<file path="config.mk">
export PLATFORM = sky130hd
export DESIGN_NAME = timer16_core
export DESIGN_NICKNAME = d
export VERILOG_FILES = /design/src/hw/timer16_core.v /design/src/hw/timer_prescaler.v
export VERILOG_INCLUDE_DIRS = /design/src /design/src/hw
export SDC_FILE = /design/constraint.sdc
export NUM_CORES = 1
export LEC_CHECK = 0
export BUFFER_PORTS_ARGS = -buffer_cell sky130_fd_sc_hd__clkbuf_2
export CELL_PAD_IN_SITES_DETAIL_PLACEMENT = 1
export CELL_PAD_IN_SITES_GLOBAL_PLACEMENT = 1
export CORE_ASPECT_RATIO = 0.5
export CORE_MARGIN = 2
export CORE_UTILIZATION = 45
export DETAILED_ROUTE_END_ITERATION = 8
export PLACE_DENSITY = 0.91
export SYNTH_ARGS = -nofsm -noshare
export SYNTH_HDL_FRONTEND = slang
export SYNTH_SLANG_ARGS = --single-unit
</file>
<file path="constraint.sdc">
create_clock -name clock -period 10.5 [get_ports clock]
set_input_delay 2.625 -clock clock [delete_from_list [all_inputs] [get_ports clock]]
set_output_delay 2.625 -clock clock [all_outputs]
set_load 0.01 [all_outputs]
</file>
<file path="src/hw/timer16_map.vh">
/*
 * Register offsets, field positions, reset values and mode codes of the
 * 16-bit timer/counter. Assumes a 32-bit Avalon-MM slave, word-aligned.
 */
`ifndef TIMER16_MAP_VH
`define TIMER16_MAP_VH

// ---------------------------------------------------------------
// register byte offsets
// ---------------------------------------------------------------
`define OFS_CONTROL 6'h00
`define OFS_COUNTER 6'h04
`define OFS_COMPARE_A 6'h08
`define OFS_CAPTURE 6'h0C
`define OFS_FLAGS 6'h10
`define OFS_DIRECTION 6'h14

// ---------------------------------------------------------------
// control register fields
// ---------------------------------------------------------------
`define CTL_WGM_LSB 0
`define CTL_WGM_MSB 3
`define CTL_COM_LSB 4
`define CTL_COM_MSB 5
`define CTL_PRESC_LSB 8
`define CTL_PRESC_MSB 10

// flag register fields
`define FLG_OVERFLOW 0
`define FLG_COMPARE_A 1
`define FLG_CAPTURE 2

// ---------------------------------------------------------------
// mode codes
// ---------------------------------------------------------------
`define WGM_NORMAL 4'h0
`define WGM_CLEAR_CMPA 4'h4
`define WGM_FPWM_8 4'h5
`define WGM_FPWM_9 4'h6
`define WGM_FPWM_10 4'h7
`define WGM_CLEAR_CAPT 4'hC
`define WGM_FPWM_CAPT 4'hE
`define WGM_FPWM_CMPA 4'hF

`define COM_NONE 2'h0
`define COM_TOGGLE 2'h1
`define COM_PWM_NONINV 2'h2
`define COM_PWM_INV 2'h3

`define TOP_8BIT 16'h00FF
`define TOP_9BIT 16'h01FF
`define TOP_10BIT 16'h03FF
`define COUNT_MAX 16'hFFFF
`define COUNT_BOTTOM 16'h0000

// prescaler selects: 0 stops, 1..5 are /1 /8 /64 /256 /1024
`define PRESC_STOP 3'h0
`define PRESC_DIV1 3'h1
`define PRESC_DIV8 3'h2
`define PRESC_DIV64 3'h3
`define PRESC_DIV256 3'h4
`define PRESC_DIV1024 3'h5
`define PRESC_WIDTH 10

`define RESET_ZERO16 16'h0000
`endif

</file>
<file path="src/hw/timer16_core.v">
/*
 * 16-bit timer/counter: normal, clear-on-compare and fast PWM modes,
 * with Avalon-MM register slave and prescaler.
 * Assumes one clock; interrupt execution is signalled by vector_ack.
 */
`timescale 1ns/10ps
`include "timer16_map.vh"

// What this block does
// mode field alone sets counting sequence
// non-PWM: set, clear or toggle on match
// output mode zero means no action
// normal mode counts up, wraps at FFFF
// normal: overflow flag set when counter hits zero
// overflow flag cleared on interrupt execution
// modes 4/C clear at compare A/capture
// clear-on-compare TOP unbuffered, low TOP wraps
// toggle mode toggles output A every match, in fast PWM only in mode F
// pin driven only when direction is output
// prescaler divides by 1, 8, 64, 256, 1024
// clear-on-compare overflow at MAX to zero
// reaching TOP raises compare A/capture flag
// fast PWM TOP fixed, capture or compare A
// fast PWM clear on match, set at bottom
// codes 2 and 3 give opposite polarities
// software keeps TOP >= 3 and >= compares
// fast PWM overflow and TOP flag together
// fixed TOP masks compare bits on write
// capture TOP unbuffered, low value wraps
// fast PWM compare A buffered, loads at TOP
// compare zero spikes, compare TOP constant
// mode F toggle gives 50 percent duty
// counter advances only on prescaler ticks

module timer16_core (
    input wire clock,
    input wire rst,
    input wire [5:0] address,
    input wire read,
    input wire write,
    input wire [31:0] writedata,
    output reg [31:0] readdata,
    output reg waitrequest,
    input wire [2:0] vector_ack,
    output reg wave_out_a,
    output reg wave_out_a_oe,
    output reg overflow_flag,
    output reg compare_a_flag,
    output reg capture_flag
);

// ---------------------------------------------------------------
// registers
// ---------------------------------------------------------------
reg [3:0] waveform_gen_mode;
reg [1:0] compare_output_mode_a;
reg [2:0] presc_sel;
reg [15:0] counter_value;
reg [15:0] compare_a_value;
reg [15:0] compare_a_buffer;
reg [15:0] capture_value;
reg pin_direction_a;
reg wave_state;
reg ack_done_reg;
wire tick;

timer_prescaler u_presc (
    .clock(clock),
    .rst(rst),
    .select(presc_sel),
    .tick(tick)
);

// ---------------------------------------------------------------
// mode decode
// ---------------------------------------------------------------
reg is_pwm;
reg is_clear;
reg [15:0] top_value;
reg [15:0] fixed_mask;
reg top_is_cmpa;
reg top_is_capt;

always @* begin
    is_pwm = 1'b0;
    is_clear = 1'b0;
    top_value = `COUNT_MAX;
    fixed_mask = `COUNT_MAX;
    top_is_cmpa = 1'b0;
    top_is_capt = 1'b0;
    case (waveform_gen_mode)
        `WGM_CLEAR_CMPA: begin
            is_clear = 1'b1;
            top_value = compare_a_value;
            top_is_cmpa = 1'b1;
        end
        `WGM_CLEAR_CAPT: begin
            is_clear = 1'b1;
            top_value = capture_value;
            top_is_capt = 1'b1;
        end
        `WGM_FPWM_8: begin
            is_pwm = 1'b1;
            top_value = `TOP_8BIT;
            fixed_mask = `TOP_8BIT;
        end
        `WGM_FPWM_9: begin
            is_pwm = 1'b1;
            top_value = `TOP_9BIT;
            fixed_mask = `TOP_9BIT;
        end
        `WGM_FPWM_10: begin
            is_pwm = 1'b1;
            top_value = `TOP_10BIT;
            fixed_mask = `TOP_10BIT;
        end
        `WGM_FPWM_CAPT: begin
            is_pwm = 1'b1;
            top_value = capture_value;
            top_is_capt = 1'b1;
        end
        `WGM_FPWM_CMPA: begin
            is_pwm = 1'b1;
            top_value = compare_a_value;
            top_is_cmpa = 1'b1;
        end
        default: begin
            top_value = `COUNT_MAX;
        end
    endcase
end

// ---------------------------------------------------------------
// register select
// ---------------------------------------------------------------
// a write lands at the edge where waitrequest is sampled low
wire wr_done = write && !waitrequest;
wire sel_control = (address == `OFS_CONTROL);
wire sel_counter = (address == `OFS_COUNTER);
wire sel_compare_a = (address == `OFS_COMPARE_A);
wire sel_capture = (address == `OFS_CAPTURE);
wire sel_flags = (address == `OFS_FLAGS);
wire sel_direction = (address == `OFS_DIRECTION);

// ---------------------------------------------------------------
// counting and events
// ---------------------------------------------------------------
wire at_top = (counter_value == top_value);
wire at_max = (counter_value == `COUNT_MAX);
wire match_a = (counter_value == compare_a_value);
// early clear only in clear/PWM modes; a low TOP is passed by
wire clear_now = tick && (is_clear || is_pwm) && at_top;
// a TOP of FFFF clears and wraps at once; both count as overflow
wire wrap_now = tick && at_max;
wire cnt_write = wr_done && sel_counter;
wire ovf_event = is_pwm ? clear_now : wrap_now;
wire top_event = (is_clear || is_pwm) && clear_now;
wire cmpa_event = tick && match_a;
wire capt_event = top_event && top_is_capt;
wire cmpa_flag_event = top_is_cmpa ? top_event : cmpa_event;

always @(posedge clock or posedge rst) begin
    if (rst) begin
        counter_value <= `RESET_ZERO16;
    end else if (cnt_write) begin
        counter_value <= writedata[15:0];
    end else if (clear_now) begin
        counter_value <= `COUNT_BOTTOM;
    end else if (tick) begin
        counter_value <= counter_value + 16'h0001;
    end
end

// ---------------------------------------------------------------
// waveform generator
// ---------------------------------------------------------------
reg wave_next;

always @* begin
    wave_next = wave_state;
    if (tick) begin
        if (!is_pwm) begin
            if (match_a) begin
                case (compare_output_mode_a)
                    `COM_TOGGLE: wave_next = ~wave_state;
                    `COM_PWM_NONINV: wave_next = 1'b0;
                    `COM_PWM_INV: wave_next = 1'b1;
                    default: wave_next = wave_state;
                endcase
            end
        end else begin
            // mode 3 inverts mode 2, match wins over bottom
            case (compare_output_mode_a)
                `COM_TOGGLE: begin
                    if (match_a && waveform_gen_mode == `WGM_FPWM_CMPA)
                        wave_next = ~wave_state;
                end
                `COM_PWM_NONINV: begin
                    if (match_a)
                        wave_next = 1'b0;
                    else if (clear_now)
                        wave_next = 1'b1;
                end
                `COM_PWM_INV: begin
                    if (match_a)
                        wave_next = 1'b1;
                    else if (clear_now)
                        wave_next = 1'b0;
                end
                default: wave_next = wave_state;
            endcase
        end
    end
end

always @(posedge clock or posedge rst) begin
    if (rst) begin
        wave_state <= 1'b0;
    end else begin
        wave_state <= wave_next;
    end
end

// ---------------------------------------------------------------
// pin outputs
// ---------------------------------------------------------------
// level and drive enable leave together from flip-flops
always @(posedge clock or posedge rst) begin
    if (rst) begin
        wave_out_a <= 1'b0;
        wave_out_a_oe <= 1'b0;
    end else begin
        wave_out_a <= wave_next;
        wave_out_a_oe <= pin_direction_a;
    end
end

// ---------------------------------------------------------------
// flags: set wins over clear
// ---------------------------------------------------------------
wire flag_wr = wr_done && sel_flags;

always @(posedge clock or posedge rst) begin
    if (rst) begin
        overflow_flag <= 1'b0;
        compare_a_flag <= 1'b0;
        capture_flag <= 1'b0;
    end else begin
        if (ovf_event)
            overflow_flag <= 1'b1;
        else if (vector_ack[`FLG_OVERFLOW] ||
                 (flag_wr && writedata[`FLG_OVERFLOW]))
            overflow_flag <= 1'b0;
        if (cmpa_flag_event)
            compare_a_flag <= 1'b1;
        else if (vector_ack[`FLG_COMPARE_A] ||
                 (flag_wr && writedata[`FLG_COMPARE_A]))
            compare_a_flag <= 1'b0;
        if (capt_event)
            capture_flag <= 1'b1;
        else if (vector_ack[`FLG_CAPTURE] ||
                 (flag_wr && writedata[`FLG_CAPTURE]))
            capture_flag <= 1'b0;
    end
end

// ---------------------------------------------------------------
// compare and capture registers
// ---------------------------------------------------------------
wire cmpa_wr = wr_done && sel_compare_a;
wire capt_wr = wr_done && sel_capture;

always @(posedge clock or posedge rst) begin
    if (rst) begin
        compare_a_value <= `RESET_ZERO16;
        compare_a_buffer <= `RESET_ZERO16;
        capture_value <= `RESET_ZERO16;
    end else begin
        if (cmpa_wr)
            compare_a_buffer <= writedata[15:0] & fixed_mask;
        if (!is_pwm) begin
            if (cmpa_wr)
                compare_a_value <= writedata[15:0] & fixed_mask;
            else
                compare_a_value <= compare_a_buffer;
        end else if (clear_now) begin
            compare_a_value <= compare_a_buffer;
        end
        if (capt_wr)
            capture_value <= writedata[15:0];
    end
end

// ---------------------------------------------------------------
// Avalon-MM slave: one wait cycle per access
// ---------------------------------------------------------------
always @(posedge clock or posedge rst) begin
    if (rst) begin
        waveform_gen_mode <= `WGM_NORMAL;
        compare_output_mode_a <= `COM_NONE;
        presc_sel <= `PRESC_STOP;
        pin_direction_a <= 1'b0;
        waitrequest <= 1'b1;
        readdata <= 32'h00000000;
        ack_done_reg <= 1'b0;
    end else begin
        waitrequest <= 1'b1;
        ack_done_reg <= 1'b0;
        // a held request is answered every other cycle: idle cycle after each answer
        if ((read || write) && waitrequest && !ack_done_reg) begin
            waitrequest <= 1'b0;
            ack_done_reg <= 1'b1;
            readdata <= 32'h00000000;
            if (read) begin
                case (address)
                    `OFS_CONTROL: readdata <= {21'h000000,
                        presc_sel, 2'h0, compare_output_mode_a,
                        waveform_gen_mode};
                    `OFS_COUNTER: readdata <= {16'h0000,
                        counter_value};
                    `OFS_COMPARE_A: readdata <= {16'h0000,
                        compare_a_buffer};
                    `OFS_CAPTURE: readdata <= {16'h0000,
                        capture_value};
                    `OFS_FLAGS: readdata <= {29'h00000000, capture_flag,
                        compare_a_flag, overflow_flag};
                    `OFS_DIRECTION: readdata <= {31'h00000000,
                        pin_direction_a};
                    default: readdata <= 32'h00000000;
                endcase
            end
        end
        if (write && !waitrequest) begin
            if (sel_control) begin
                waveform_gen_mode <= writedata[`CTL_WGM_MSB:`CTL_WGM_LSB];
                compare_output_mode_a <=
                    writedata[`CTL_COM_MSB:`CTL_COM_LSB];
                presc_sel <= writedata[`CTL_PRESC_MSB:`CTL_PRESC_LSB];
            end
            if (sel_direction)
                pin_direction_a <= writedata[0];
        end
    end
end

endmodule // timer16_core

</file>
<file path="src/hw/timer_prescaler.v">
/*
 * Prescaler: one-cycle tick on clock every N cycles, N from select.
 * Assumes select is stable or changes take effect at once, mid-period.
 */
`timescale 1ns/10ps
`include "timer16_map.vh"

module timer_prescaler (
    input wire clock,
    input wire rst,
    input wire [2:0] select,
    output reg tick
);

reg [9:0] div_reg;
reg hit;

always @* begin
    case (select)
        `PRESC_DIV1: hit = 1'b1;
        `PRESC_DIV8: hit = (div_reg[2:0] == 3'h7);
        `PRESC_DIV64: hit = (div_reg[5:0] == 6'h3F);
        `PRESC_DIV256: hit = (div_reg[7:0] == 8'hFF);
        `PRESC_DIV1024: hit = (div_reg == 10'h3FF);
        default: hit = 1'b0;
    endcase
end

always @(posedge clock or posedge rst) begin
    if (rst) begin
        div_reg <= 10'h000;
        tick <= 1'b0;
    end else begin
        div_reg <= (select == `PRESC_STOP) ? 10'h000 : div_reg + 10'h001;
        tick <= hit;
    end
end

endmodule // timer_prescaler

</file>
Yosys cells after proc, flatten, opt, wreduce, memory -nomap -nowiden
Index checks and enable logic that the tools add are counted.
- input port bits: 45
- output and inout bits: 38
- bits in registers: 124
- reduce and logical (&&, ||, !) cells: 39
- bitwise operators: 2
- multiplexer cells: 35
- equality and inequality tests: 31
- $add $sub $neg: 2
- operators with widths (operator ; count):
    16-bit 2-to-1 mux ; 7
    16-bit case mux with 6 select lines ; 1
    16-bit case mux with 5 select lines ; 1
    16-bit case mux with 3 select lines ; 1
    16-bit == test ; 2
    1-bit 2-to-1 mux ; 21
    1-bit logical AND ; 17
    16-bit by 1-bit adder with 16-bit output, second input constant ; 1
    16-bit bitwise AND ; 1
    16-bit == test, second input constant ; 1
    4-bit by 3-bit == test with 1-bit output, second input constant ; 4
    4-bit == test, second input constant ; 3
    6-bit by 4-bit == test with 1-bit output, second input constant ; 2
    6-bit by 5-bit == test with 1-bit output, second input constant ; 2
    10-bit by 1-bit adder with 10-bit output, second input constant ; 1
    10-bit == test, second input constant ; 1
    10-bit 2-to-1 mux ; 1
    3-bit == test, second input constant ; 3
    3-bit inequality test, second input constant ; 3
    8-bit == test, second input constant ; 1
    2-bit nonzero test ; 4
    3-bit by 2-bit == test with 1-bit output, second input constant ; 2
    6-bit by 3-bit == test with 1-bit output, second input constant ; 1
    6-bit == test, second input constant ; 1
    other kinds (16) ; 27

Longest topological paths before layout
- word-level depth: 10
- mapped depth: 12
- gate-level depth less buffers: 8

By module
Synthesis repeated with hierarchy kept, for this count alone.
- cells, all modules: 689
- area total of the unflattened synthesis: 6527.5 um^2
- modules (own cells, without submodules) (module ; cells an instance ; times used ; area an instance (um^2)):
    timer16_core ; 633 ; 1 ; 5968.2
    timer_prescaler ; 56 ; 1 ; 559.3

Worst setup path before layout
OpenSTA, ideal clock, no wires.
- kind: input to register
- start: input address[1]
- end: register readdata[3]
- stages: 9
- path slack: 6.087 ns
- data arrival time: 4.345 ns
- cells stage by stage: or3_1 -> clkbuf_1 -> nor2b_1 -> clkbuf_1 -> clkbuf_1 -> buf_1 -> a22oi_1 -> a21oi_1 -> a22o_1
- longest elaborated chain between the ends: 3
- elaborated cells on any way between the ends: 8
- those cells by class: eq/ne: 5; mux: 2; reduce/logical: 1
- ends and longest elaborated chain (element ; line ; text):
    start, declared ; timer16_core.v:38 ; input wire [5:0] address,
    6-bit by 5-bit == test with 1-bit output (tied with other cells) ; timer16_core.v:315 ; case (address)
    16-bit case mux with 6 select lines (*) ; timer16_core.v:315 ;
    16-bit 2-to-1 mux (*) ; timer16_core.v:314 ; if (read) begin
    end signal, assigned ; timer16_core.v:316 ; `OFS_CONTROL: readdata <= {21'h000000,
    end signal, assigned ; timer16_core.v:319 ; `OFS_COUNTER: readdata <= {16'h0000,
    end signal, assigned ; timer16_core.v:321 ; `OFS_COMPARE_A: readdata <= {16'h0000,
    end, declared ; timer16_core.v:42 ; output reg [31:0] readdata,
Every way passes the cells marked *; elsewhere a longest branch is shown, timed or not.
A chain may end at the register's enable or synchronous reset.

Final worst setup path
- start: input address[1]
- end: register capture_value[6]
- longest elaborated chain between the ends: 2
- ends and longest elaborated chain (element ; line ; text):
    6-bit by 4-bit == test with 1-bit output ; n/a ;
    1-bit logical AND ; timer16_core.v:271 ; wire capt_wr = wr_done && sel_capture;
    end signal, assigned ; timer16_core.v:277 ; capture_value <= `RESET_ZERO16;
    end signal, assigned ; timer16_core.v:290 ; capture_value <= writedata[15:0];
    end, declared ; timer16_core.v:61 ; reg [15:0] capture_value;
Every way passes these cells.

==> reports/metrics.yaml <==
path_max_fanout: 31
clock.fmax_mhz: 193
yosys_warnings: 0
drive_gt1_share_pct: 16.5
io_buffers: 50
slew_headroom_pct: 19.3
internal-power_uw: 815
antenna_found_initial: 0
synthMuxAreaShare_pct: 9.92
gp_congestion: 0.933
comb_power_share_pct: 28.8
dp_cells: 851
nFillCells: 1560
syn_inst: 668
critical_path_arrival_ps: 5420
yosys.area_share.simple_pct: 17.6
overflow: 0
seq_area_um2: 2700
seq_area_frac_synth_pct: 43.6
clock_sinks: 108
postCtsSetupRepairBufs: 0
grt_pass1_vias: 5619
yosys-top-cells-count: "dfrtp_1, nand2_1, nor2_1"
ys_ff_latch: 108
cts_tree: "built"
slew_violations: 0
antenna_cells: 0
synth_area_per_cell_um2: 9.28
drt-total-wl_mm: 19.4
htree_levels: 3
root_buffer: "clkbuf_16"
synth_top_area_cell: "dfrtp_1"
gr-usage-met3_pct: 6.59
synth_edf_count: 0
switching_share_pct: 38.9
dp_hpwl_mm: 13.3
min_period_ps: 5190
synthXorXnorAreaFrac_pct: 5.94
setup_viol: 0
crit_required_ps: 10730
ctsLongestPathBuffers: 2
p_clk_share_pct: 24.9
cts-hold-fix-buffers: 0
fin_setup_tns_ps: 0
die_h_um: 87.0
start_util_pct: 45.9
synth_top_family_by_area: "simple AND/OR/NAND/NOR gates"
synth_area_leaders: "dfrtp_1, mux2_2, nand2_1"
post_drt_wl_per_cell_um: 22.4
ys.flop_type: "dfrtp_1"
p_switching_uw: 518
critPathKind: "in -> reg"
synth_area_um2: 6200
grtUsageMet1_pct: 36.8
synth_cell_type_count: 62
hp-class: "reg -> reg"
syn_to_final_growth_pct: 8.74
tightest_slew_ps: 1200
skew_ps: 13.8
p_per_area_nw_per_um2: 198
maxCapViolations: 0
die_w_um: 170
min_period_over_period_pct: 49.4
async_flop_share_pct: 100
hold_viol: 0
status: "finished clean"
final_nets: 734
p_leak_nw: 2.91
detail-route-antenna-nets: 0
rsz0062_at_grt: "false"
synth_compound_area_share_pct: 16.2
drt-initial-drc-count: 571
via_per_inst: 6.19
cts-buffers-inserted: 9
grtUsageTotal_pct: 27.0
synth_top_area_share_pct: 43.2
routed-via-count: 5367
rows: 30
cts.clk_slew.worst_paths_ps: 80
met2_usage_pct: 43.0
synthAdderAreaFrac_pct: 0.606
cts_resized: 0
coreArea_um2: 13500
peakVddDrop_uv: 86.3
io_pins: 83
pwr-share-seq_pct: 46.4
multiInputGateArea_um2: 3200
firstDrtPassIters: 5
start_kind: "input port"
grt_max_degree: 60
top_usage_layer: "met2"
yosysMostFrequentCell: "dfrtp_1"
insertion_delay_ps: 360
drc_errors: 0
final_cells: 867
dieArea_um2: 14800
cp-end-kind: "flop"
grt_pass1_wl_mm: 30.6
-- placed cells by master (no fill, tap or decap), drive strengths merged, types with 3 or more instances in the layout --
cell type and instances:
a211o 3, a211oi 3, a21oi 38, a221oi 6
a22o 15, a22oi 9, a31oi 5, and3 11
buf 7, clkbuf 61, clkinv 3, conb 16
dfrtp 107, ha 3, inv 8, mux2 35
mux2i 22, nand2 81, nand2b 5, nand3 11
nand3b 4, nand4 9, nand4b 3, nor2 56
nor2b 18, nor3 6, nor3b 3, nor4 7
o21ai 54, o21bai 3, o22a 3, o22ai 3
o31ai 3, or3 4, xnor2 28, xor2 14
-- cell families after synthesis --
kind of cell    count (synthesis)
simple gates                  227
compound gates                158
flops                         108
buf+inv                        72
mux                            57
xor+xnor                       42
fa+ha+maj                       3
other cells                     1
-- critical path, stage by stage --
cell      delay [ps]
clkbuf_2          80
or3_1            530
nor2b_2          160
buf_4            370
nand4b_1         990
mux2_2           650
-- metal layers --
| layer | up-vias | routed length (µm) |
|---|---|---|
| met5 | - | 0 |
| met2 | 265 | 8700 |
| li1 | 2364 | - |
| met4 | 0 | 420 |
| met3 | 47 | 1640 |
| met1 | 2691 | 8670 |
-- path summary, 6_finish.rpt --
path / to / cells past startpoint / start / slack (ps)
setup / recovery: capture_value[6] / 6 / address[1] / 5310
hold / removal: wave_out_a_oe / 0 / pin_direction_a / 410
setup reg to reg: counter_value[10] / 7 / waveform_gen_mode[2] / 6390
hold reg to reg: wave_out_a_oe / 0 / pin_direction_a / 410
max in group asynchronous: counter_value[14] / 3 / rst / 6920
min in group asynchronous: capture_value[7] / 2 / rst / 2350
-- area by class of cell --
type,instances,share of cell area [%]
clock buffers,11,3.45
clock inverters,5,0.669
well taps,176,3.27
inverters,7,0.427
flip-flops and latches,108,40.1
multi-input cells,503,47.6
repair buffers,57,4.49
-- power by group through the flow --
stage,sequential [mW],combinational (mW),clock [mW]
final,0.618,0.383,0.332
after global routing,0.628,0.416,0.349
after CTS,0.612,0.376,0.332
after detailed placement,0.618,0.369,0
after global placement,0.607,0.345,0
after floorplan,0.537,0.332,0
-- stage by stage --
| stage | setup slack [ps] | hold slack, ps | util [%] | total power, mW | area [µm²] |
|---|---|---|---|---|---|
| after global placement | 5100 | 380 | 47.8 | 0.952 | 6460 |
| after CTS | 5380 | 412 | 49.9 | 1.32 | 6740 |
| after detailed placement | 5030 | 399 | 47.8 | 0.987 | 6460 |
| after floorplan | 5030 | 370 | - | 0.869 | 6250 |
| after global routing | 5260 | 429 | 49.9 | 1.39 | 6740 |
| final | 5310 | 411 | 49.9 | 1.33 | 6740 |
Power figures use the tool's default switching activity.
